===== src/ssp_pkg.sv =====
package ssp_pkg;
  // register offsets
  localparam logic [7:0] SSP_OFS_CONTROL = 8'h0A;
  localparam logic [7:0] SSP_OFS_STATUS = 8'h0B;
  localparam logic [7:0] SSP_OFS_DATA = 8'h0C;
  // control bit positions
  localparam int SSP_CTL_MASTER_BIT = 4;
  localparam int SSP_CTL_ENABLE_BIT = 6;
  // status bit positions
  localparam int SSP_STS_COLL_BIT = 6;
  localparam int SSP_STS_DONE_BIT = 7;
  // bits per transfer
  localparam logic [3:0] SSP_BITS = 4'h8;
  // rate select codes: osc divided by 2, 4, 8, 16
  localparam logic [1:0] SSP_DIV2 = 2'h0;
  localparam logic [1:0] SSP_DIV4 = 2'h1;
  localparam logic [1:0] SSP_DIV8 = 2'h2;
  localparam logic [1:0] SSP_DIV16 = 2'h3;
  // master engine states
  typedef enum logic [2:0] {
    SSP_IDLE = 3'b001,
    SSP_LOW = 3'b010,
    SSP_HIGH = 3'b100
  } ssp_state_t;
endpackage


===== src/ssp_top.sv =====
`timescale 1ns/10ps
module ssp_top
  import ssp_pkg::*;
(
  // clock and reset
  input wire logic core_clk_i,
  input wire logic rst_i,
  // register port
  input wire logic [7:0] addr_i,
  input wire logic [7:0] wdata_i,
  input wire logic wr_i,
  input wire logic rd_i,
  output logic [7:0] rdata_o,
  // mask options
  input wire logic [1:0] rate_sel_i,
  input wire logic lsb_first_i,
  // general purpose port b bit five level
  input wire logic port_b_bit_five_i,
  // serial pins
  input wire logic serial_in_line_i,
  input wire logic sclk_i,
  output logic sclk_o,
  output logic sclk_oe_o,
  output logic serial_out_line_o,
  output logic serial_out_oe_o,
  output logic serial_in_used_o
);

  // divider terminal count for the selected rate (half period minus one)
  function automatic logic [2:0] half_count(input logic [1:0] sel);
    case (sel)
      SSP_DIV2: half_count = 3'h0;
      SSP_DIV4: half_count = 3'h1;
      SSP_DIV8: half_count = 3'h3;
      default: half_count = 3'h7;
    endcase
  endfunction

  // bit to transmit next, in the chosen order
  function automatic logic out_bit(input logic [7:0] d, input logic lsb);
    out_bit = lsb ? d[0] : d[7];
  endfunction

  logic enable_reg, enable_next;
  logic master_reg, master_next;
  logic done_reg, done_next;
  logic coll_reg, coll_next;
  logic armed_reg, armed_next;
  logic busy_reg, busy_next;
  logic [7:0] data_reg, data_next;
  logic [3:0] count_reg, count_next;
  logic [2:0] div_reg, div_next;
  logic sin_reg, sin_next;
  logic sclk_in_reg, sclk_in_next;
  ssp_state_t state_reg, state_next;
  logic [7:0] rdata_reg, rdata_next;
  logic sclk_reg, sclk_next;
  logic sclk_oe_reg, sclk_oe_next;
  logic sout_reg, sout_next;
  logic sout_oe_reg, sout_oe_next;
  logic sin_used_reg, sin_used_next;

  logic data_acc;
  logic fall_ev;
  logic rise_ev;
  logic sclk_now;
  logic halt;

  // register access decode
  always_comb
  begin
    data_acc = 1'b0;
    if ((wr_i || rd_i) && addr_i == SSP_OFS_DATA)
    begin
      data_acc = 1'b1;
    end
  end

  // serial clock edges: internal engine or external pin
  always_comb
  begin
    halt = !enable_reg || !master_reg;
    sclk_now = master_reg ? sclk_reg : sclk_i;
    fall_ev = 1'b0;
    rise_ev = 1'b0;
    if (enable_reg)
    begin
      // master acts on the edge it launches, so data leads the next rise
      fall_ev = master_reg ? (sclk_reg && !sclk_next) : (sclk_in_reg && !sclk_now);
      rise_ev = !sclk_in_reg && sclk_now;
    end
  end

  // master clock generator
  always_comb
  begin
    state_next = state_reg;
    div_next = div_reg;
    sclk_next = sclk_reg;
    if (halt)
    begin
      state_next = SSP_IDLE;
      div_next = 3'h0;
      sclk_next = 1'b1;
    end
    else
    begin
      case (state_reg)
        SSP_IDLE:
        begin
          div_next = 3'h0;
          sclk_next = 1'b1;
          if (wr_i && addr_i == SSP_OFS_DATA)
          begin
            state_next = SSP_LOW;
            sclk_next = 1'b0;
          end
        end
        SSP_LOW:
        begin
          div_next = div_reg + 3'h1;
          if (div_reg == half_count(rate_sel_i))
          begin
            div_next = 3'h0;
            sclk_next = 1'b1;
            state_next = SSP_HIGH;
          end
        end
        SSP_HIGH:
        begin
          div_next = div_reg + 3'h1;
          // stop on the eighth rise even when the high phase is one cycle
          if (count_reg == SSP_BITS || (rise_ev && count_reg == SSP_BITS - 4'h1))
          begin
            state_next = SSP_IDLE;
            div_next = 3'h0;
          end
          else if (div_reg == half_count(rate_sel_i))
          begin
            div_next = 3'h0;
            sclk_next = 1'b0;
            state_next = SSP_LOW;
          end
        end
        default:
        begin
          state_next = SSP_IDLE;
          sclk_next = 1'b1;
        end
      endcase
    end
  end

  // shifter, counter and flags
  always_comb
  begin
    enable_next = enable_reg;
    master_next = master_reg;
    done_next = done_reg;
    coll_next = coll_reg;
    armed_next = armed_reg;
    busy_next = busy_reg;
    data_next = data_reg;
    count_next = count_reg;
    sout_next = sout_reg;
    sin_next = serial_in_line_i;
    sclk_in_next = sclk_now;
    if (wr_i && addr_i == SSP_OFS_CONTROL)
    begin
      enable_next = wdata_i[SSP_CTL_ENABLE_BIT];
      master_next = wdata_i[SSP_CTL_MASTER_BIT];
    end
    if (!enable_reg)
    begin
      sout_next = port_b_bit_five_i;
    end
    // status read with done set arms the clearing sequence
    if (rd_i && addr_i == SSP_OFS_STATUS)
    begin
      armed_next = done_reg;
    end
    if (data_acc)
    begin
      if (armed_reg)
      begin
        done_next = 1'b0;
        coll_next = 1'b0;
      end
      armed_next = 1'b0;
      if (wr_i)
      begin
        data_next = wdata_i;
      end
      if (busy_reg)
      begin
        coll_next = 1'b1;
      end
    end
    if (!enable_reg || (!master_reg && !master_next && 1'b0))
    begin
      busy_next = 1'b0;
      count_next = 4'h0;
    end
    else if (master_reg && !master_next)
    begin
      busy_next = 1'b0;
      count_next = 4'h0;
    end
    else
    begin
      if (rise_ev && busy_reg)
      begin
        if (lsb_first_i)
        begin
          data_next = {sin_reg, data_reg[7:1]};
        end
        else
        begin
          data_next = {data_reg[6:0], sin_reg};
        end
        count_next = count_reg + 4'h1;
        if (count_reg == SSP_BITS - 4'h1)
        begin
          done_next = 1'b1;
          busy_next = 1'b0;
        end
      end
      // next bit from the updated shifter: a fresh write or a same-cycle shift
      if (fall_ev && count_reg < SSP_BITS)
      begin
        busy_next = 1'b1;
        sout_next = out_bit(data_next, lsb_first_i);
      end
      if (count_reg == SSP_BITS && !busy_reg && !rise_ev)
      begin
        count_next = 4'h0;
      end
    end
  end

  // pin direction and read data
  always_comb
  begin
    sclk_oe_next = enable_next && master_next;
    sout_oe_next = enable_next;
    sin_used_next = enable_next;
    rdata_next = 8'h00;
    if (rd_i)
    begin
      if (addr_i == SSP_OFS_CONTROL)
      begin
        rdata_next[SSP_CTL_ENABLE_BIT] = enable_reg;
        rdata_next[SSP_CTL_MASTER_BIT] = master_reg;
      end
      else if (addr_i == SSP_OFS_STATUS)
      begin
        rdata_next[SSP_STS_DONE_BIT] = done_reg;
        rdata_next[SSP_STS_COLL_BIT] = coll_reg;
      end
      else if (addr_i == SSP_OFS_DATA)
      begin
        rdata_next = data_reg;
      end
    end
  end

  // control state registers
  always_ff @(posedge core_clk_i)
  begin
    if (rst_i)
    begin
      enable_reg <= 1'b0;
      master_reg <= 1'b0;
      done_reg <= 1'b0;
      coll_reg <= 1'b0;
      armed_reg <= 1'b0;
      busy_reg <= 1'b0;
      count_reg <= 4'h0;
      div_reg <= 3'h0;
      state_reg <= SSP_IDLE;
      sclk_reg <= 1'b1;
      sclk_in_reg <= 1'b1;
      sin_reg <= 1'b0;
      rdata_reg <= 8'h00;
      sclk_oe_reg <= 1'b0;
      sout_reg <= 1'b0;
      sout_oe_reg <= 1'b0;
      sin_used_reg <= 1'b0;
    end
    else
    begin
      enable_reg <= enable_next;
      master_reg <= master_next;
      done_reg <= done_next;
      coll_reg <= coll_next;
      armed_reg <= armed_next;
      busy_reg <= busy_next;
      count_reg <= count_next;
      div_reg <= div_next;
      state_reg <= state_next;
      sclk_reg <= sclk_next;
      sclk_in_reg <= sclk_in_next;
      sin_reg <= sin_next;
      rdata_reg <= rdata_next;
      sclk_oe_reg <= sclk_oe_next;
      sout_reg <= sout_next;
      sout_oe_reg <= sout_oe_next;
      sin_used_reg <= sin_used_next;
    end
  end

  // data register keeps its value through reset
  always_ff @(posedge core_clk_i)
  begin
    data_reg <= data_next;
  end

  // outputs straight from flip-flops
  assign rdata_o = rdata_reg;
  assign sclk_o = sclk_reg;
  assign sclk_oe_o = sclk_oe_reg;
  assign serial_out_line_o = sout_reg;
  assign serial_out_oe_o = sout_oe_reg;
  assign serial_in_used_o = sin_used_reg;

endmodule


===== config.mk =====
export PLATFORM = sky130hd
export DESIGN_NAME = ssp_top
export DESIGN_NICKNAME = d
export VERILOG_FILES = /design/src/ssp_pkg.sv /design/src/ssp_top.sv
export SDC_FILE = /design/constraint.sdc
export NUM_CORES = 1
export LEC_CHECK = 0
export ABC_AREA = 1
export BUFFER_PORTS_ARGS = -buffer_cell sky130_fd_sc_hd__buf_4
export CORE_UTILIZATION = 55
export DETAILED_ROUTE_END_ITERATION = 16
export PLACE_DENSITY = 0.85
export SLEW_MARGIN = 20
export SYNTH_ARGS = -nofsm -noshare
export SYNTH_HDL_FRONTEND = slang
export SYNTH_SLANG_ARGS = --single-unit

===== constraint.sdc =====
create_clock -name core_clk_i -period 3.1 [get_ports core_clk_i]
set_input_delay 0.62 -clock core_clk_i [delete_from_list [all_inputs] [get_ports core_clk_i]]
set_output_delay 0.62 -clock core_clk_i [all_outputs]
set_load 0.01 [all_outputs]

==> results.txt <==
* Status: completed
- 0 antenna diodes ended up in the layout.
- Initial antenna violation count: 0
* Hold Crit Class: input port to flip-flop
- GRT Overall Usage: 26.3%
- After synthesis, the largest area contributor takes up 38.3% of total cell area.
* Area taken by multi-input logic gates: 987 um^2
- Number of clock buffers inserted by TritonCTS: 5
- X dimension of the die: 61.3 um
* Critical Path Slowest Stage Cell: dfxtp_1
- Counting every net in the synthesized netlist gives 306.
* Unique masters post-synth: 38
- The total area inside the core boundary comes to 3360 um^2.
* Top area cells in the synthesized netlist: dfxtp_1, nand2_1, inv_1
* Port bufs: 38
- Largest net degree at the start of global routing: 15
- Number of warning messages in the yosys log: 0
- The worst pin sits at a relative slew slack of 61.4%.
* Die Y: 61.3 um
* Least setup slack across all paths after layout: 1.41 ns
* Area overhead of the layout relative to synthesis: 21.6%
* Number of flip-flops and latches in the synthesized netlist: 37
- Syn Std Cell Area: 1930 um^2
- DRT iter0 DRCs: 156
* Element type at the critical path start: flip-flop
- Number of maximum-capacitance constraint violations: 0
- Later-pin clock latency in the skew report: 0.35 ns
- In this run the deepest clock path goes through 2 buffers.
- WS Path Type: flip-flop to flip-flop
- The first TritonRoute pass finished after 4 iterations.
* Pins over their slew limit: 0
- For this run, design rule violations remaining after detail routing come to 0.
- Data on the critical path is required at its endpoint by 3.34 ns.
* Final Hold Violating Endpoints: 0
- For this run, the top clock speed supported by timing is 0.590 GHz.
- Sequential cells were found to cover 38.3% of the synthesized design area.
- Summed over all layers, the global routing overflow is 0.
- For this configuration, the core starts out at a cell density of 57.4%.
- For the final routed database, the setup TNS stands at 0 ns.
* Clock tree sinks: 37
- Pre-CTS setup slack: 1.08 ns
* CTS tree: built
- Summed over all instances, the cell type with the most area after synthesis is dfxtp_1.
- After clock tree synthesis, the repair step resized 0 gates.
* Mapped Cells: 277
- Sort of element at the end of the critical path: flip-flop
- The final layout contains routed wiring with a total length of 4.38 mm.
* Most frequent cells in the layout: nand2_1, inv_1, buf_4
* Post-CTS Setup Repair Bufs: 0
* Fraction of layout instances using a drive strength above 1: 21.6%
* Top flip-flop cell by instance count after synthesis: dfxtp_1
* Post-route total power: 0.998 mW
- CP Cell Sequence: inv_2, nor2_2, nand3_2, inv_2, nand2_2, a211oi_1, a31oi_1
- Worst path max stage delay: 0.48 ns
- Between clock sinks in the finished design, the worst skew comes to 0.00423 ns.
- Leakage: 1.08 nW
* Number of vias after detailed routing: 1919
- Number of fillers in the final layout: 295
* Ratio of routed vias to standard cells: 5.26
- First-pass GRT wire length: 7.08 mm
- In this run the mean area of a mapped cell was 6.97 um^2.
- Setup repair after global routing left no endpoint under its margin.
- Final critical path time including I/O delays and setup: 1.69 ns
- In this run the remaining antenna-violating nets after routing total 0.
- In this run the core area contains 21 standard-cell rows.
- CTS placed an instance of clkbuf_4 at the clock tree root.
- Number of top-level design ports: 39
- The die covers 3750 um^2.
- Leaving out fill and tap cells, the most frequent cell in the layout is nand2_1.
* Clock-pin slew on the worst setup and hold paths: 0.11 ns
- Power density over the cells: 425 nW/um^2
- The via count of the first global-routing pass is 1638.
* Post-synth ARST share: 0%
* Routability Congestion: 0.848
- Maximum level of the CTS H-tree: 2
- By instance count, the cell type seen most on the critical path is inv_2.
- Cts hold-fix bufs: 0
- Worst IR Drop VDD: 0.000331 V
* Setup-failing EPs final: 0
- The final critical path takes up 54.7% of the cycle.
- Number of nets in the layout: 347
- Summing all flip-flop and latch instances after layout gives 741 um^2.
- Arrival time worst endpoint: 1.94 ns
- In the final routed layout, each cell accounts on average for 12.0 um.
* DP HPWL: 3.31 mm
- For the pin with the worst max-slew slack, the measured transition is 0.575 ns.
- Counting flops with a built-in enable in the synthesized netlist gives 0.
- Largest fanout on the critical path: 12
## path summary, 6_finish.rpt
kind                    start          end  slack (ns)  cells past startpoint
max          serial_in_used_o  data_reg[4]        1.41                      7
min          serial_in_line_i      sin_reg        0.46                      3
max reg2reg  serial_in_used_o  data_reg[4]        1.41                      7
min reg2reg       data_reg[0]   rdata_o[0]        0.46                      2
## per-stage QoR
stage                     area [um^2]  std cells  util [%]  hold WS (ns)
after floorplan                  1930        277         -         0.431
after global placement           2250        357      66.8         0.443
after detailed placement         2250        357      66.8         0.447
after CTS                        2350        365      69.9         0.455
after global routing             2350        365      69.9         0.461
final                            2350        365      69.9         0.458
## metal layers
layer	wire [um]	GRT usage, %
met3	255	7.56
met2	2130	43.9
met1	1920	31.8
met5	0	0
met4	78	10.4
## final cells by class
class | instances | share of cell area, %
flip-flops and latches | 37 | 31.5
repair buffers | 38 | 12.1
clock buffers | 5 | 1.60
inverters | 47 | 7.51
well taps | 46 | 2.45
multi-input cells | 189 | 42.0
clock inverters | 3 | 2.77
## cells in the mapped netlist, types with 4 or more instances
| cell type | instances |
|---|---|
| nand3_2 | 4 |
| nor2_1 | 32 |
| inv_1 | 41 |
| inv_2 | 6 |
| nand2_1 | 70 |
| nand3_1 | 18 |
| a31oi_1 | 8 |
| a21oi_1 | 11 |
| o21ai_0 | 8 |
| dfxtp_1 | 37 |
## logic make-up (layout without fill, tap and decap cells)
kind of cell / Yosys count / after routing / synth area share [%]
AOI/OAI and AO/OA: 41 / 41 / 13.9
and+or+nand+nor: 141 / 141 / 33.4
adders and majority gates: 3 / 3 / 1.94
buffers and inverters: 51 / 93 / 10.6
muxes: 1 / 1 / 0.518
xor gates and xnor gates: 3 / 3 / 1.36
DFF: 37 / 37 / 38.3
## critical path, delay by kind of cell, from the launching register on
kind	cells	cell delay (ns)
buffers and inverters	2	0.30
AOI/OAI and AO/OA	2	0.29
DFF	1	0.48
and+or+nand+nor	3	0.50
## report_power, final
| part | internal (mW) | total (mW) | switching, mW |
|---|---|---|---|
| clock network | 0.250 | 0.415 | 0.166 |
| registers | 0.487 | 0.496 | 0.00904 |
| logic | 0.0404 | 0.0866 | 0.0462 |
| total | 0.777 | 0.998 | 0.221 |
No activity file was read; power rests on OpenSTA's default activity.
